### config.mk
export PLATFORM = sky130hd
export DESIGN_NAME = soft_start_stop_timing
export DESIGN_NICKNAME = d
export VERILOG_FILES = /design/src/shared/soft_ramp_pkg.sv /design/src/hdl/ref_ramp.sv /design/src/hdl/soft_start_stop_timing.sv
export SDC_FILE = /design/constraint.sdc
export NUM_CORES = 1
export LEC_CHECK = 0
export ABC_AREA = 1
export BUFFER_PORTS_ARGS = -buffer_cell sky130_fd_sc_hd__buf_2
export CAP_MARGIN = 10
export CORE_AREA = 8 8 155 157
export CTS_CLUSTER_SIZE = 25
export DETAILED_ROUTE_END_ITERATION = 10
export DIE_AREA = 0 0 163 165
export PLACE_DENSITY_LB_ADDON = 0.1
export SYNTH_ARGS = -nofsm -noshare
export SYNTH_HDL_FRONTEND = slang
export SYNTH_SLANG_ARGS = --single-unit
### constraint.sdc
create_clock -name sys_clk -period 7 [get_ports sys_clk]
set_input_delay 1.05 -clock sys_clk [delete_from_list [all_inputs] [get_ports sys_clk]]
set_output_delay 1.05 -clock sys_clk [all_outputs]
set_load 0.005 [all_outputs]
### src/shared/soft_ramp_pkg.sv
// Purpose: Constants, types and decoders for the soft-start/soft-stop block.
// Assumes: 250 MHz system clock; every ramp and delay is a multiple of 0.5 ms.
// Notes:   Times are kept in microseconds and turned into quanta of 0.5 ms.
// Function
// Soft-start code 000..011 gives 1, 2, 4, 8 ms; 100..111 give 16 ms.
// Soft-start runs from first rise until the output reaches regulation.
// Selected soft-start time sets the reference DAC slew rate at startup.
// Time matches only for the VID target; host offset or boot command alter it.
// Stop-delay code 00..11 waits 0, 1, 1.5, 2 ms before soft-stop.
// Stop delay counts from the stop condition as the on/off setting defines.
// Soft-stop disabled forces zero delay and tri-states switches at once.
// Soft-stop code 00..11 ramps reference to 0 mV in 0.5, 1, 2, 4 ms.
// During soft-stop, switching halts once the output falls to 200 mV.
// Unused upper bits of the three timing registers always read zero.
// Reference DAC steps linearly, rate from ramp time and target voltage.
package soft_ramp_pkg;

  localparam int CLK_MHZ         = 250;
  localparam int QUANTUM_US      = 500;
  localparam int QUANTUM_CYCLES  = QUANTUM_US * CLK_MHZ;

  localparam int SS_TIME_US   [5] = '{1000, 2000, 4000, 8000, 16000};
  localparam int DLY_TIME_US  [4] = '{0, 1000, 1500, 2000};
  localparam int FALL_TIME_US [4] = '{500, 1000, 2000, 4000};

  localparam logic [7:0] ADDR_SOFT_START = 8'h61;
  localparam logic [7:0] ADDR_STOP_DELAY = 8'h64;
  localparam logic [7:0] ADDR_SOFT_STOP  = 8'h65;

  localparam int SS_SEL_LSB   = 0;
  localparam int SS_SEL_W     = 3;
  localparam int DLY_SEL_LSB  = 0;
  localparam int DLY_SEL_W    = 2;
  localparam int FALL_SEL_LSB = 0;
  localparam int FALL_SEL_W   = 2;

  localparam logic [2:0] SS_SEL_RST   = 3'h0;
  localparam logic [1:0] DLY_SEL_RST  = 2'h0;
  localparam logic [1:0] FALL_SEL_RST = 2'h0;
  localparam logic [7:0] READ_UNMAPPED = 8'h00;

  localparam int DAC_W = 8;

  typedef struct packed {
    logic       valid;
    logic       write;
    logic [7:0] code;
    logic [7:0] wdata;
  } cmd_req_type;

  typedef struct packed {
    logic [SS_SEL_W-1:0]   ss;
    logic [DLY_SEL_W-1:0]  dly;
    logic [FALL_SEL_W-1:0] fall;
  } cfg_type;

  typedef enum logic [4:0] {
    ST_OFF   = 5'h01,
    ST_RISE  = 5'h02,
    ST_REG   = 5'h04,
    ST_DELAY = 5'h08,
    ST_FALL  = 5'h10
  } ramp_state_type;

  function automatic int unsigned ss_quanta(input logic [2:0] sel);
    int idx;
    idx = (sel > 3'h3) ? 4 : int'(sel);
    return SS_TIME_US[idx] / QUANTUM_US;
  endfunction

  function automatic int unsigned dly_quanta(input logic [1:0] sel);
    return (2 * DLY_TIME_US[sel]) / (2 * QUANTUM_US);
  endfunction

  function automatic int unsigned fall_quanta(input logic [1:0] sel);
    return FALL_TIME_US[sel] / QUANTUM_US;
  endfunction

endpackage

### src/hdl/ref_ramp.sv
// Purpose: Linear reference DAC ramp from a start code to a final code.
// Assumes: span never exceeds dur, so the code moves at most one per cycle.
// Notes:   Bresenham stepping spreads span code steps evenly over dur cycles.
`timescale 1ns/100ps
module ref_ramp #(
  parameter int W = 8
) (
  input  wire logic          sys_clk,
  input  wire logic          rst_n,
  input  wire logic          load,
  input  wire logic          down,
  input  wire logic [W-1:0]  start_code,
  input  wire logic [W-1:0]  final_code,
  input  wire logic [W-1:0]  span,
  input  wire logic [31:0]   dur,
  output logic      [W-1:0]  code,
  output logic               done
);

  typedef struct packed {
    logic [W-1:0] code;
    logic [W-1:0] final_code;
    logic [W-1:0] span;
    logic [31:0]  dur;
    logic [31:0]  acc;
    logic         down;
    logic         active;
  } ramp_reg_type;

  ramp_reg_type s_reg;
  ramp_reg_type s_next;
  logic [31:0]  acc_sum;

  always_comb begin
    s_next  = s_reg;
    acc_sum = s_reg.acc + 32'(s_reg.span);
    if (load) begin
      s_next.code       = start_code;
      s_next.final_code = final_code;
      s_next.span       = span;
      s_next.dur        = dur;
      s_next.acc        = 32'h0;
      s_next.down       = down;
      s_next.active     = (start_code != final_code);
    end else if (s_reg.active) begin
      // Accumulate the span each cycle; a step falls due each time the sum reaches dur.
      if (acc_sum >= s_reg.dur) begin
        s_next.acc  = acc_sum - s_reg.dur;
        s_next.code = s_reg.down ? s_reg.code - 1'b1 : s_reg.code + 1'b1;
        if (s_next.code == s_reg.final_code) begin
          s_next.active = 1'b0;
        end
      end else begin
        s_next.acc = acc_sum;
      end
    end
  end

  always_ff @(posedge sys_clk or negedge rst_n) begin
    if (!rst_n) begin
      s_reg <= '0;
    end else begin
      s_reg <= s_next;
    end
  end

  assign code = s_reg.code;
  // Done is taken from the register alone. The sequencer decides its load
  // from done, so a path from load back to done would loop in one cycle.
  assign done = !s_reg.active;

endmodule // ref_ramp

### src/hdl/soft_start_stop_timing.sv
// Purpose: Timing registers and ramp sequencer for converter start and stop.
// Assumes: Command port is the byte interface behind the serial host engine.
// Notes:   Timing register defaults come from nonvolatile inputs after reset.
`timescale 1ns/100ps
module soft_start_stop_timing #(
  parameter int unsigned CYCLES_PER_QUANTUM = soft_ramp_pkg::QUANTUM_CYCLES
) (
  input  wire logic                             sys_clk,
  input  wire logic                             rst_n,
  input  wire soft_ramp_pkg::cmd_req_type       cmd,
  output logic                                  rd_valid,
  output logic      [7:0]                       rd_data,
  input  wire soft_ramp_pkg::cfg_type           nvm_cfg,
  input  wire logic                             start_cond,
  input  wire logic                             stop_cond,
  input  wire logic                             soft_stop_enable,
  input  wire logic [soft_ramp_pkg::DAC_W-1:0]  vid_target,
  input  wire logic [soft_ramp_pkg::DAC_W-1:0]  host_offset,
  input  wire logic                             host_boot_sel,
  input  wire logic [soft_ramp_pkg::DAC_W-1:0]  host_vout_cmd,
  input  wire logic                             vout_below_200mv,
  output logic      [soft_ramp_pkg::DAC_W-1:0]  ref_dac,
  output logic                                  switch_enable,
  output logic                                  in_regulation
);

  localparam int DW = soft_ramp_pkg::DAC_W;

  typedef struct packed {
    soft_ramp_pkg::ramp_state_type st;
    soft_ramp_pkg::cfg_type        cfg;
    logic                          loaded;
    logic [31:0]                   timer;
    logic                          rd_valid;
    logic [7:0]                    rd_data;
    logic                          sw_on;
  } ctl_reg_type;

  ctl_reg_type       s_reg;
  ctl_reg_type       s_next;
  logic              ramp_load;
  logic              ramp_down;
  logic [DW-1:0]     ramp_start;
  logic [DW-1:0]     ramp_final;
  logic [DW-1:0]     ramp_span;
  logic [31:0]       ramp_dur;
  logic              ramp_done;
  logic [DW-1:0]     ramp_code;
  logic [DW-1:0]     final_target;
  logic [31:0]       ss_cycles;
  logic [31:0]       dly_cycles;
  logic [31:0]       fall_cycles;
  logic              stop_ok;

  // The on/off setting that qualifies stop_cond lives outside this block.
  assign stop_ok = stop_cond;

  // Slew comes from the VID target, so a host offset or boot command
  // lengthens or shortens the ramp rather than changing its slope.
  assign final_target = host_boot_sel ? host_vout_cmd
                                      : vid_target + host_offset;

  assign ss_cycles   = 32'(soft_ramp_pkg::ss_quanta(s_reg.cfg.ss)
                           * CYCLES_PER_QUANTUM);
  assign dly_cycles  = soft_stop_enable
                     ? 32'(soft_ramp_pkg::dly_quanta(s_reg.cfg.dly)
                           * CYCLES_PER_QUANTUM)
                     : 32'h0;
  assign fall_cycles = 32'(soft_ramp_pkg::fall_quanta(s_reg.cfg.fall)
                           * CYCLES_PER_QUANTUM);

  function automatic logic [7:0] read_mux(
    input logic [7:0]             code,
    input soft_ramp_pkg::cfg_type cfg
  );
    logic [7:0] r;
    r = soft_ramp_pkg::READ_UNMAPPED;
    unique case (code)
      soft_ramp_pkg::ADDR_SOFT_START: r = {5'h00, cfg.ss};
      soft_ramp_pkg::ADDR_STOP_DELAY: r = {6'h00, cfg.dly};
      soft_ramp_pkg::ADDR_SOFT_STOP:  r = {6'h00, cfg.fall};
      default:                        r = soft_ramp_pkg::READ_UNMAPPED;
    endcase
    return r;
  endfunction

  always_comb begin
    s_next     = s_reg;
    ramp_load  = 1'b0;
    ramp_down  = 1'b0;
    ramp_start = '0;
    ramp_final = '0;
    ramp_span  = '0;
    ramp_dur   = 32'h1;

    s_next.rd_valid = cmd.valid && !cmd.write;
    s_next.rd_data  = read_mux(cmd.code, s_reg.cfg);

    // Defaults are caught one edge after reset release; a write in that
    // very cycle is overwritten by the stored value.
    if (!s_reg.loaded) begin
      s_next.cfg    = nvm_cfg;
      s_next.loaded = 1'b1;
    end else if (cmd.valid && cmd.write) begin
      unique case (cmd.code)
        soft_ramp_pkg::ADDR_SOFT_START:
          s_next.cfg.ss = cmd.wdata[soft_ramp_pkg::SS_SEL_LSB +:
                                    soft_ramp_pkg::SS_SEL_W];
        soft_ramp_pkg::ADDR_STOP_DELAY:
          s_next.cfg.dly = cmd.wdata[soft_ramp_pkg::DLY_SEL_LSB +:
                                     soft_ramp_pkg::DLY_SEL_W];
        soft_ramp_pkg::ADDR_SOFT_STOP:
          s_next.cfg.fall = cmd.wdata[soft_ramp_pkg::FALL_SEL_LSB +:
                                      soft_ramp_pkg::FALL_SEL_W];
        default: ;
      endcase
    end

    unique case (s_reg.st)
      soft_ramp_pkg::ST_OFF: begin
        if (start_cond && s_reg.loaded) begin
          s_next.st    = soft_ramp_pkg::ST_RISE;
          s_next.sw_on = 1'b1;
          ramp_load    = 1'b1;
          ramp_final   = final_target;
          ramp_span    = vid_target;
          ramp_dur     = ss_cycles;
        end
      end
      soft_ramp_pkg::ST_RISE, soft_ramp_pkg::ST_REG: begin
        if (stop_ok) begin
          ramp_load  = 1'b1;
          ramp_start = ramp_code;
          if (!soft_stop_enable) begin
            // No soft-stop: reference drops and switches go high-Z now.
            s_next.st    = soft_ramp_pkg::ST_OFF;
            s_next.sw_on = 1'b0;
            ramp_start   = '0;
          end else if (dly_cycles == 32'h0) begin
            s_next.st = soft_ramp_pkg::ST_FALL;
            ramp_down = 1'b1;
            ramp_span = ramp_code;
            ramp_dur  = fall_cycles;
          end else begin
            // Hold the reference where it is while the delay runs.
            s_next.st    = soft_ramp_pkg::ST_DELAY;
            s_next.timer = dly_cycles - 32'h1;
            ramp_final   = ramp_code;
          end
        end else if (s_reg.st == soft_ramp_pkg::ST_RISE && ramp_done) begin
          s_next.st = soft_ramp_pkg::ST_REG;
        end
      end
      soft_ramp_pkg::ST_DELAY: begin
        if (s_reg.timer == 32'h0) begin
          s_next.st  = soft_ramp_pkg::ST_FALL;
          ramp_load  = 1'b1;
          ramp_down  = 1'b1;
          ramp_start = ramp_code;
          ramp_span  = ramp_code;
          ramp_dur   = fall_cycles;
        end else begin
          s_next.timer = s_reg.timer - 32'h1;
        end
      end
      soft_ramp_pkg::ST_FALL: begin
        // Stop at 200 mV rather than waiting for the ramp to finish.
        if (vout_below_200mv || ramp_done) begin
          s_next.st    = soft_ramp_pkg::ST_OFF;
          s_next.sw_on = 1'b0;
          ramp_load    = 1'b1;
        end
      end
      default: begin
        s_next.st    = soft_ramp_pkg::ST_OFF;
        s_next.sw_on = 1'b0;
      end
    endcase
  end

  always_ff @(posedge sys_clk or negedge rst_n) begin
    if (!rst_n) begin
      s_reg          <= '0;
      s_reg.st       <= soft_ramp_pkg::ST_OFF;
      s_reg.cfg.ss   <= soft_ramp_pkg::SS_SEL_RST;
      s_reg.cfg.dly  <= soft_ramp_pkg::DLY_SEL_RST;
      s_reg.cfg.fall <= soft_ramp_pkg::FALL_SEL_RST;
    end else begin
      s_reg <= s_next;
    end
  end

  ref_ramp #(
    .W (DW)
  ) u_ramp (
    .sys_clk    (sys_clk),
    .rst_n      (rst_n),
    .load       (ramp_load),
    .down       (ramp_down),
    .start_code (ramp_start),
    .final_code (ramp_final),
    .span       (ramp_span),
    .dur        (ramp_dur),
    .code       (ramp_code),
    .done       (ramp_done)
  );

  assign ref_dac       = ramp_code;
  assign switch_enable = s_reg.sw_on;
  assign in_regulation = (s_reg.st == soft_ramp_pkg::ST_REG);
  assign rd_valid      = s_reg.rd_valid;
  assign rd_data       = s_reg.rd_data;
endmodule // soft_start_stop_timing

# Yosys cells after proc, flatten, opt, wreduce, memory -nomap -nowiden
# Memory sizes are Yosys's and may differ from the RTL's.
# Index checks and enable logic that the tools add are counted.
dict set report totals {
  register_bits 145
  romBits 256
  in_bits 56
  elab_cells 157
  memories 1
}
# memory words word_bits read_ports rd_clocked_by_memory_dff write_ports line
set memory_table {}
lappend memory_table {{(name not given)} 8 32 1 0 0 soft_ramp_pkg.sv:68} ;# return SS_TIME_US[idx] / QUANTUM_US;
dict set report op_classes {
  add_sub_neg 7
  multipliers 3
  div 3
  order_cmp 5
  eq_ne 23
  n_mux 75
  n_bitwise 4
  reduce_logical 20
}
# op count
set ops {}
lappend ops {{$mux 32} 17}
lappend ops {{$bmux 32 s2} 2}
lappend ops {{$mux 8} 16}
lappend ops {{$mul 32x14->29 const B} 3}
lappend ops {{$pmux 32 s3} 1}
lappend ops {{$div 32x10->32 const B} 2}
lappend ops {{$logic_not 32->1} 2}
lappend ops {{$pmux 32 s2} 1}
lappend ops {{$sub 32x1->32 const B} 2}
lappend ops {{$mux 31} 2}
lappend ops {{$mux 5} 7}
lappend ops {{$add 32x8->32} 1}
lappend ops {{$div 32x11->32 const B} 1}
lappend ops {{$ge 32x32->1} 1}
lappend ops {{$ge 32x4->1 const B} 1}
lappend ops {{$not 3->32} 1}
lappend ops {{$pmux 8 s2} 2}
lappend ops {{$sub 32x32->32} 1}
lappend ops {{$eq 8x7->1 const B} 3}
lappend ops {{$pmux 8 s3} 1}
lappend ops {{$pmux 5 s4} 1}
lappend ops {{$ne 2x2->1 const B} 8}
lappend ops {{$mux 1} 15}
lappend ops {{$mux 7} 2}
lappend ops {{other kinds (29)} 47}

# Depth between registers and ports, before layout
# Gate-level depths: netlist (run 1).
dict set report depth {
  word_depth 14
  mapped_depth 36
  ltp_nobuf 35
}

# By module
# From an unflattened synthesis (run 1), not the netlist that was laid out.
dict set report unflattened {
  cells_unflattened 2388
  hier_area_um2 15056.9
}
# mod instances cells_each area_each_um2 seq_area_each_um2
set by_module_without_submodules {}
lappend by_module_without_submodules {ref_ramp 1 1374 8298.0 2252.2}
lappend by_module_without_submodules {soft_start_stop_timing 1 1014 6759.0 1252.5}

# Least setup slack after synthesis (run 1)
# Ideal clock, no wire load.
dict set report synth_path {
  kind {reg-to-reg}
  from {register s_reg[49] (netlist name)}
  to {register u_ramp.s_reg[54] (netlist name)}
  setup_time_ps 134
  arrival_ps 5144
  setup_slack_ps 1722
  path_stages_with_launch 30
  path_buffers 2
  period_less_slack_ps 5278
  cell_sequence {dfrtp_1 -> clkbuf_1 -> buf_1 -> a21oi_1 -> ha_1 -> nor2_1 -> inv_1 -> nand2_1 -> inv_1 -> ha_1 -> nand2_1 -> o21ai_0 -> nand3_1 -> inv_1 -> fa_1 -> inv_1 -> fa_1 -> inv_1 -> fa_1 -> inv_1 -> ha_1 -> ha_1 -> inv_1 -> nor2_1 -> ha_1 -> nand3_1 -> o311ai_0 -> a21oi_1 -> o21ai_0 -> o211ai_1}
}
dict set report synth_via {
  elab_chain_cells 10
}
# element line
set synth_lines {}
lappend synth_lines {{start, declared} soft_start_stop_timing.sv:39} ;# ctl_reg_type s_reg;
lappend synth_lines {{start signal, assigned} soft_start_stop_timing.sv:189} ;# s_reg <= s_next;
lappend synth_lines {{$gt 3x2->1} soft_ramp_pkg.sv:67} ;# idx = (sel > 3'h3) ? 4 : int'(sel);
lappend synth_lines {{$mux 3 *} soft_ramp_pkg.sv:67}
lappend synth_lines {{$not 3->32 (implied by the code) *} soft_ramp_pkg.sv:68}
lappend synth_lines {{$mem_v2 8x32 *} -}
lappend synth_lines {{$mux 32 (implied by the code) * (2 in a row)} soft_ramp_pkg.sv:68}
lappend synth_lines {{$div 32x10->32 *} soft_ramp_pkg.sv:68}
lappend synth_lines {{$mul 32x14->29 *} soft_start_stop_timing.sv:64} ;# * CYCLES_PER_QUANTUM);
lappend synth_lines {{$mux 32 *} soft_start_stop_timing.sv:121} ;# if (start_cond && s_reg.loaded) begin
lappend synth_lines {{$pmux 32 s3 *} soft_start_stop_timing.sv:119} ;# unique case (s_reg.st)
lappend synth_lines {{end signal, assigned} ref_ramp.sv:63} ;# s_reg <= s_next;
lappend synth_lines {{end, declared} ref_ramp.sv:30} ;# ramp_reg_type s_reg;
# Every way passes the cells marked *; elsewhere a longest branch is shown, timed or not. The select of a mux whose other input is x is not followed.
# A chain may end at the register's enable or synchronous reset.

# Final worst setup path (run 1)
# Ends and elaborated chain as after synthesis.

==> flow_metrics.py, run 1 <==
metrics = {
    "clock_tree": {
        "root_buffer": "clkbuf_16",
        "clk_path_buf_depth": 2,
        "cts.sinks": 132,
        "clkLatencyLatePin_ns": 0.44,
        "cts_tree": "yes",
        "cts_resized": 0,
        "cts_max_level": 4,
        "post_cts_buffers": 0,
        "ctsHoldBuffers": 0,
        "numCtsBuffers": 17,
        "clkSlewWorstSetupHoldPaths_ns": 0.07,
    },
    "synthesis": {
        "ys_ff_latch": 132,
        "synth_xor_xnor_area_share_pct": 4.858,
        "synth_compound_gate_area_share_pct": 9.863,
        "synth_area_per_cell_sq_um": 6.721,
        "synth-adder-area-share_pct": 15.75,
        "seq_area_frac_synth_pct": 24.44,
        "synth_ff_type": "dfrtp_1",
        "ys_top_cells_by_area": "dfrtp_1 24%, nand2_1 16%, ha_1 13%",
        "syn_inst": 2012,
        "synth_top_cells_by_count": "564 x nand2_1, 316 x inv_1, 165 x nand3_1",
        "synth_top_family_by_area": "simple AND/OR/NAND/NOR gates",
        "synth.distinct_cells": 58,
        "synth_top_cell_area_share_pct": 24.24,
        "synthMuxAreaShare_pct": 0.07402,
        "synth_edf_count": 0,
        "yosys.area_share.simple_pct": 33.38,
        "netlist_area_sq_um": 13520,
        "synthArstFlopShare_pct": 100.0,
        "yosysWarnings": 0,
        "synth.most_common_cell": "nand2_1",
        "synth_top_cell_by_area": "dfrtp_1",
    },
    "floorplan": {
        "die_x_um": 163,
        "core_sq_um": 21490,
        "die_h_um": 165,
        "die-area_sq_um": 26900,
        "initial_core_util_pct": 62.94,
        "rows": 54,
        "io_pins": 75,
    },
    "timing": {
        "min_period_ns": 6.168,
        "rsz0062_at_grt": "no",
        "setup_tns_ns": 0,
        "slew_headroom_pct": 39.37,
        "tightest_slew_ns": 0.9094,
        "finalClockSkew_ns": 0.01433,
        "setup_slack_ns": 0.8316,
        "maxSlewViolCount": 0,
        "fin_crit_sh_pct": 88.12,
        "max_freq_ghz": 0.1621,
        "hold_viol": 0,
        "setup_viol": 0,
    },
    "setup_path": {
        "worstPathArrival_ns": 6.46,
        "crit_type": "reg2reg",
        "end_kind": "flip-flop",
        "path_max_fanout": 25,
        "startpoint_type": "flip-flop",
        "worstPathRequired_ns": 7.30,
    },
    "drt": {
        "drt-total-wl_mm": 36.22,
        "wl_per_cell_um": 15.50,
        "viasPerCell": 5.628,
        "wl_met3_mm": 1.990,
        "drc": 0,
        "vias": 13150,
        "routed-wl-met2_mm": 17.55,
        "dr.pass1.iters": 7,
        "wl_met1_mm": 16.04,
        "drtIter0Drc": 1131,
        "top_layer": "met4",
        "ant_nets": 0,
    },
    "global_route": {
        "grt_pass1_wl_mm": 60.24,
        "grt_max_degree": 69,
        "gr-total-overflow": 0,
        "grt_pass1_vias": 12520,
        "grt_usage_pct": 27.35,
        "antenna_found_initial": 0,
    },
    "final_layout": {
        "largest_register_ffs": 74,
        "layout-drive-gt1-share_pct": 7.101,
        "diodes": 0,
        "utilization_pct": 67.39,
        "final_area_sq_um": 14480,
        "fin_nets": 2259,
        "area_growth_pct": 7.069,
        "fin_cells": 2336,
    },
    "pwr": {
        "sw_frac_of_total_pct": 54.04,
        "seqPwrFrac_pct": 19.2,
        "cellInternalPower_mw": 3.354,
        "p_sw_mw": 3.944,
        "pwr-share-clk_pct": 11.9,
        "power_density_nw_per_um2": 504.0,
        "power_frac_comb_pct": 68.9,
        "leakage_nw": 8.153,
        "peakVddDrop_mv": 0.2971,
    },
    "placement": {
        "dp_worst_setup_slack_ns": 0.9344,
        "hpwlAfterDp_mm": 28.29,
        "placed_cell_area_sq_um": 13920,
        "gp_congestion": 0.9495,
        "dpl.cell_count": 2304,
        "numPortBuffers": 64,
    },
    "status": {
        "status": "completed",
    },
    "min_path": {
        "min_path_type": "reg2reg",
    },
    "flow_run": {
        "cap_violations": 0,
    },
}
==> power groups by stage <==
stage          Clock (mW)  Combinational (mW)  Sequential (mW)
2_1_floorplan           0                3.90             1.29
3_3_place_gp            0                4.82             1.39
3_5_place_dp            0                4.92             1.40
4_1_cts             0.876                4.96             1.39
5_1_grt             0.914                5.68             1.43
6_report            0.867                5.03             1.40
==> kinds of logic (layout without fill, tap and decap cells) <==
kind of cell / count (synthesis) / after routing
AND/OR/NAND/NOR: 1033 / 1033
buffers and inverters: 387 / 426
AO/OA/AOI/OAI: 222 / 222
adder cells (fa/ha/maj): 160 / 160
flip-flops: 132 / 132
XOR/XNOR: 75 / 75
other: 2 / 7
multiplexers: 1 / 1
==> per-layer routing <==
| layer | vias to the layer above | global-route usage [%] |
|---|---|---|
| met3 | 45 | 3.789 |
| met5 | - | 0 |
| met1 | 6137 | 35.07 |
| met4 | 0 | 8.257 |
| li1 | 6567 | - |
| met2 | 397 | 47.06 |
==> stage by stage <==
step | power, mW | hold slack [ns]
after floorplan | 5.188 | 0.4530
after global placement | 6.207 | 0.4706
after detailed placement | 6.321 | 0.4727
after CTS | 7.229 | 0.4898
after global routing | 8.029 | 0.5110
final | 7.297 | 0.4910
==> worst paths after layout <==
path	endpoint	cells past startpoint	from	slack, ns
max	u_ramp.s_reg[54]	27	s_reg[49]	0.83
min	u_ramp.s_reg[4]	2	u_ramp.s_reg[4]	0.49
max reg2reg	u_ramp.s_reg[54]	27	s_reg[49]	0.83
min reg2reg	u_ramp.s_reg[4]	2	u_ramp.s_reg[4]	0.49
max in group asynchronous	u_ramp.s_reg[40]	2	rst_n	5.11
min in group asynchronous	u_ramp.s_reg[30]	1	rst_n	0.57
==> layout make-up <==
class,instances,area [sq um]
tap,280,350.3
timing repair buffer,69,364.1
sequential,132,3304
inverter,325,1220
fill,1982,7007
clock inverter,15,136.4
clock buffer,17,425.4
multi-input combinational,1498,8678
==> worst max-delay path, stage by stage, from the launching register on <==
cell and delay [ns]:
dfrtp_1 0.87, nor2_1 0.31, ha_1 0.27, nor3_1 0.26, inv_1 0.10, nand2_1 0.08, inv_1 0.06, ha_1 0.18
nand2_1 0.07, o21ai_0 0.08, nand3_1 0.20, inv_1 0.15, fa_1 0.49, inv_1 0.05, fa_1 0.49, inv_1 0.05
fa_1 0.52, inv_1 0.04, ha_1 0.28, ha_1 0.20, inv_1 0.05, nor2_1 0.04, ha_1 0.36, nand3_1 0.08
o311ai_0 0.41, a21oi_1 0.11, o21ai_0 0.10, o211ai_1 0.10
==> layout by cell type, fill, tap and decap left out, types with 4 or more instances in the layout <==
cell        instances
o221ai_1           17
nand2_2             8
conb_1              7
inv_6               7
clkinvlp_4          4
or2_2               6
xor2_1             37
a21o_1              6
clkbuf_16          17
a21oi_1            63
inv_2               6
nor2_2             10
buf_4               5
fa_1               17
nand3b_1           11
nand2_1           564
a22oi_1             6
o211ai_1           13
buf_2              63
inv_1             316
nand4_1            67
nand3_1           165
o21bai_1            6
dfrtp_1           131
o21ai_1             6
a21boi_0            5
xnor2_1            38
a31oi_1             5
ha_1              143
nor2_1            154
nor3_1             29
o21ai_0            76
No activity file was read; power rests on OpenSTA's default activity.
==> run 2: changes to the inputs <==
- RECOVER_POWER: not set -> 100
==> flow_metrics.py, run 2 (same netlist as run 1, synthesis figures left out) <==
metrics = {
    "global_route": {
        "grt_usage_pct": 27.35,
        "grt_max_degree": 69,
        "grt_pass1_vias": 12520,
        "grt_pass1_wl_mm": 60.24,
        "antenna_found_initial": 0,
        "gr-total-overflow": 0,
    },
    "floorplan": {
        "rows": 54,
        "die-area_sq_um": 26900,
        "core_sq_um": 21490,
        "initial_core_util_pct": 62.94,
        "io_pins": 75,
        "die_x_um": 163,
        "die_h_um": 165,
    },
    "timing": {
        "max_freq_ghz": 0.1619,
        "setup_viol": 0,
        "finalClockSkew_ns": 0.01671,
        "tightest_slew_ns": 3.569,
        "slew_headroom_pct": -137.9,
        "rsz0062_at_grt": "no",
        "maxSlewViolCount": 135,
        "min_period_ns": 6.176,
        "setup_tns_ns": 0,
        "hold_ws_ns": 0.4933,
        "setup_slack_ns": 0.8245,
        "hold_viol": 0,
        "fin_crit_sh_pct": 88.22,
    },
    "drt": {
        "wl_per_cell_um": 15.51,
        "drt-total-wl_mm": 36.24,
        "ant_nets": 0,
        "drc": 0,
        "drtIter0Drc": 1155,
        "viasPerCell": 5.610,
        "vias": 13100,
        "dr.pass1.iters": 6,
    },
    "clock_tree": {
        "cts_max_level": 4,
        "cts.sinks": 132,
        "ctsHoldBuffers": 0,
        "post_cts_buffers": 0,
        "clk_path_buf_depth": 2,
        "clkSlewWorstSetupHoldPaths_ns": 0.07,
        "cts_tree": "yes",
        "clkLatencyLatePin_ns": 0.44,
        "cts_resized": 0,
        "root_buffer": "clkbuf_16",
        "numCtsBuffers": 17,
    },
    "final_layout": {
        "fin_cells": 2336,
        "fill_cells": 1999,
        "layout-drive-gt1-share_pct": 5.885,
        "multiInputGateArea_sq_um": 8651,
        "area_growth_pct": 6.634,
        "layout_commonest_cell": "nand2_1",
        "final_cell_mix": "567 x nand2_1, 318 x inv_1, 167 x nand3_1, 155 x nor2_1, 143 x ha_1",
        "fin_nets": 2259,
        "diodes": 0,
        "regArea_sq_um": 3304,
        "largest_register_ffs": 74,
    },
    "setup_path": {
        "worstPathRequired_ns": 7.28,
        "cpMostUsedCell": "inv_1",
        "cp_slowest_cell": "dfrtp_1",
        "path_buf_inv": 7,
        "crit_type": "reg2reg",
        "crit_family": "adder cells",
        "path_max_fanout": 25,
        "startpoint_type": "flip-flop",
        "slowest_delay_ns": 0.87,
        "worstPathArrival_ns": 6.45,
        "end_kind": "flip-flop",
    },
    "pwr": {
        "peakVddDrop_mv": 0.2975,
        "power_density_nw_per_um2": 504.8,
        "leakage_nw": 8.095,
    },
    "placement": {
        "hpwlAfterDp_mm": 28.29,
        "dpl.cell_count": 2304,
        "numPortBuffers": 64,
        "dp_worst_setup_slack_ns": 0.9344,
        "gp_congestion": 0.9495,
    },
    "status": {
        "violations": "max-capacitance violations, max-slew violations",
        "status": "finished, violations left",
    },
    "flow_run": {
        "cap_violations": 2,
    },
    "min_path": {
        "min_path_type": "reg2reg",
    },
}
run 2: worst paths after layout:
check / start / to / slack, ns / cells after the start
worst max-delay path: s_reg[49] / u_ramp.s_reg[54] / 0.82 / 27
worst min-delay path: u_ramp.s_reg[66] / u_ramp.s_reg[66] / 0.49 / 2
worst max register to register: s_reg[49] / u_ramp.s_reg[54] / 0.82 / 27
worst min register to register: u_ramp.s_reg[66] / u_ramp.s_reg[66] / 0.49 / 2
max in group asynchronous: rst_n / u_ramp.s_reg[42] / 2.07 / 2
min in group asynchronous: rst_n / u_ramp.s_reg[30] / 1.81 / 1
run 2: worst min-delay path, cell delays in order, from the launching register on:
cell	delay [ns]
dfrtp_1	0.35
nand2_1	0.06
nand2_1	0.06
run 2: through the flow:
| stage | utilization [%] | cell area (sq um) | total power [mW] |
|---|---|---|---|
| after floorplan | - | 13540 | 5.188 |
| after global placement | 64.77 | 13920 | 6.207 |
| after detailed placement | 64.77 | 13920 | 6.321 |
| after CTS | 67.39 | 14480 | 7.229 |
| after global routing | 67.12 | 14420 | 8.013 |
| final | 67.12 | 14420 | 7.280 |
run 2: area by class of cell:
cell class	count	area share [%]
Timing Repair Buffer	69	2.308
Tap cell	280	2.429
Sequential cell	132	22.92
Clock inverter	15	0.9458
Inverter	325	8.460
Clock buffer	17	2.950
Multi-Input combinational cell	1498	59.99
run 2: power by group:
group,switching (mW),leakage (nW),total [mW],internal (mW)
Sequential,0.295,1.65,1.40,1.10
Clock,0.404,0.263,0.870,0.466
Combinational,3.24,6.18,5.01,1.77
Total,3.94,8.10,7.28,3.34
run 2: metal layers:
layer,GRT usage (%),up-vias,wire (um)
li1,-,6568,-
met1,35.07,6097,16040
met2,47.06,387,17480
met3,3.789,52,2079
met4,8.257,0,640
met5,0,-,0
==> run 3: changes to the inputs <==
- CORE_AREA: 8 8 155 157 -> 2 2 149 151
- DIE_AREA: 0 0 163 165 -> 0 0 151 153
==> flow_metrics.py, run 3 (same netlist as run 1, synthesis figures left out) <==
metrics = {
    "floorplan": {
        "io_pins": 75,
        "initial_core_util_pct": 62.94,
        "rows": 54,
        "die_x_um": 151,
        "core_sq_um": 21490,
        "die_h_um": 153,
        "die-area_sq_um": 23100,
    },
    "global_route": {
        "grt_pass1_vias": 12130,
        "grt_usage_pct": 31.08,
        "grt_max_degree": 75,
        "grt_pass1_wl_mm": 58.07,
        "antenna_found_initial": 0,
        "gr-total-overflow": 0,
    },
    "timing": {
        "min_period_ns": 5.930,
        "rsz0062_at_grt": "no",
        "fin_crit_sh_pct": 84.71,
        "slew_headroom_pct": -179.0,
        "hold_ws_ns": 0.4893,
        "maxSlewViolCount": 75,
        "hold_viol": 0,
        "setup_tns_ns": 0,
        "finalClockSkew_ns": 0.01409,
        "setup_viol": 0,
        "tightest_slew_ns": 4.184,
        "max_freq_ghz": 0.1686,
    },
    "setup_path": {
        "rr_worst_depth": 21,
        "path_cells": "inv_1 > ha_1 > ha_1 > nand2_1 > inv_1 > ha_1 > ha_1 > fa_1 > ha_1 > inv_1 > fa_1 > o21ai_0 > nor2_1 > nand3_1 > nor2_1 > nand3_1 > nand3b_1 > clkbuf_1 > inv_1 > nand3_1 > o21ai_0",
        "cp_slowest_cell": "clkbuf_1",
        "regToRegEndpoint": "s_reg[24]",
        "cpMostUsedCell": "ha_1",
        "crit_type": "reg2reg",
        "crit-reg2reg-launch": "s_reg[46]",
        "crit_start": "s_reg[46]",
        "worst-r2r-setup-slack_ns": 1.07,
        "worstPathArrival_ns": 6.21,
        "slowest_delay_ns": 0.97,
        "cp_num_cells": 21,
        "end_kind": "flip-flop",
        "crit_family": "adder cells",
        "endpoint": "s_reg[24]",
        "path_max_fanout": 31,
        "startpoint_type": "flip-flop",
        "path_buf_inv": 5,
        "worstPathRequired_ns": 7.28,
    },
    "final_layout": {
        "multiInputGateArea_sq_um": 8653,
        "fin_nets": 2260,
        "fill_cells": 1951,
        "fin_cells": 2337,
        "largest_register_ffs": 74,
        "final_cell_mix": "566 x nand2_1, 318 x inv_1, 167 x nand3_1, 155 x nor2_1, 143 x ha_1",
        "regArea_sq_um": 3304,
        "area_growth_pct": 7.143,
        "layout_commonest_cell": "nand2_1",
        "diodes": 0,
        "layout-drive-gt1-share_pct": 6.271,
    },
    "drt": {
        "drt-total-wl_mm": 35.13,
        "wl_per_cell_um": 15.03,
        "viasPerCell": 5.556,
        "drc": 0,
        "vias": 12980,
        "drtIter0Drc": 915,
        "dr.pass1.iters": 8,
        "ant_nets": 0,
    },
    "pwr": {
        "leakage_nw": 8.155,
        "pwr-share-clk_pct": 12.9,
        "power_density_nw_per_um2": 503.9,
        "power_frac_comb_pct": 68.0,
        "cellInternalPower_mw": 3.422,
        "peakVddDrop_mv": 0.3193,
        "sw_frac_of_total_pct": 53.13,
        "p_sw_mw": 3.879,
        "seqPwrFrac_pct": 19.0,
    },
    "flow_run": {
        "cap_violations": 1,
    },
    "clock_tree": {
        "root_buffer": "clkbuf_16",
        "cts.sinks": 132,
        "post_cts_buffers": 0,
        "clkLatencyLatePin_ns": 0.44,
        "cts_max_level": 4,
        "numCtsBuffers": 17,
        "clk_path_buf_depth": 2,
        "clkSlewWorstSetupHoldPaths_ns": 0.07,
        "cts_tree": "yes",
        "cts_resized": 0,
        "ctsHoldBuffers": 0,
    },
    "status": {
        "status": "finished, violations left",
        "violations": "max-capacitance violations, max-slew violations",
    },
    "placement": {
        "hpwlAfterDp_mm": 27.19,
        "dpl.cell_count": 2305,
        "numPortBuffers": 64,
        "gp_congestion": 0.9332,
    },
    "min_path": {
        "min_path_type": "reg2reg",
    },
}
[run 3: cell type report]
class                   instances  share of cell area [%]
multi-input cells            1498                   59.72
flip-flops and latches        132                   22.81
inverters                     325                   8.420
clock buffers                  17                   2.936
well taps                     280                   2.418
repair buffers                 70                   2.401
clock inverters                15                   1.295
[run 3: how the worst min path moves through the flow]
stage	startpoint	end	slack, ns	cells past startpoint
after floorplan	s_reg[14]	s_reg[14]	0.45	2
after global placement	u_ramp.s_reg[7]	u_ramp.s_reg[7]	0.47	2
after detailed placement	u_ramp.s_reg[66]	u_ramp.s_reg[66]	0.48	2
after CTS	s_reg[17]	s_reg[17]	0.49	2
after global routing	s_reg[21]	s_reg[21]	0.52	2
final	s_reg[14]	s_reg[14]	0.49	2
[run 3: tightest hold or removal path, stage by stage (launching register included)]
cell and delay (ns):
dfrtp_1 0.35, nand2_1 0.05, o21ai_0 0.06
[run 3: through the flow]
stage	instance area, sq um	setup slack, ns	total power [mW]	utilization (%)
CTS	14540	1.415	7.263	67.66
detailed placement	13920	1.443	6.273	64.81
finish	14490	1.070	7.300	67.44
global placement	13920	1.553	6.189	64.81
global route	14490	0.5436	8.061	67.44
floorplan	13540	1.722	5.188	-
[run 3: layer usage]
layer  track usage (%)  routed length [um]  up-vias
met1             42.50               15800     5975
met2             50.82               16470      391
li1                  -                   -     6553
met5                 0                   0        -
met3             4.985                1949       65
met4             8.990                 907        0
[run 3: power groups by stage]
stage	clock [mW]	combinational (mW)	sequential (mW)
after floorplan	0	3.90	1.29
after global placement	0	4.80	1.39
after detailed placement	0	4.88	1.39
after CTS	0.951	4.93	1.38
after global routing	0.987	5.65	1.43
final	0.945	4.97	1.39
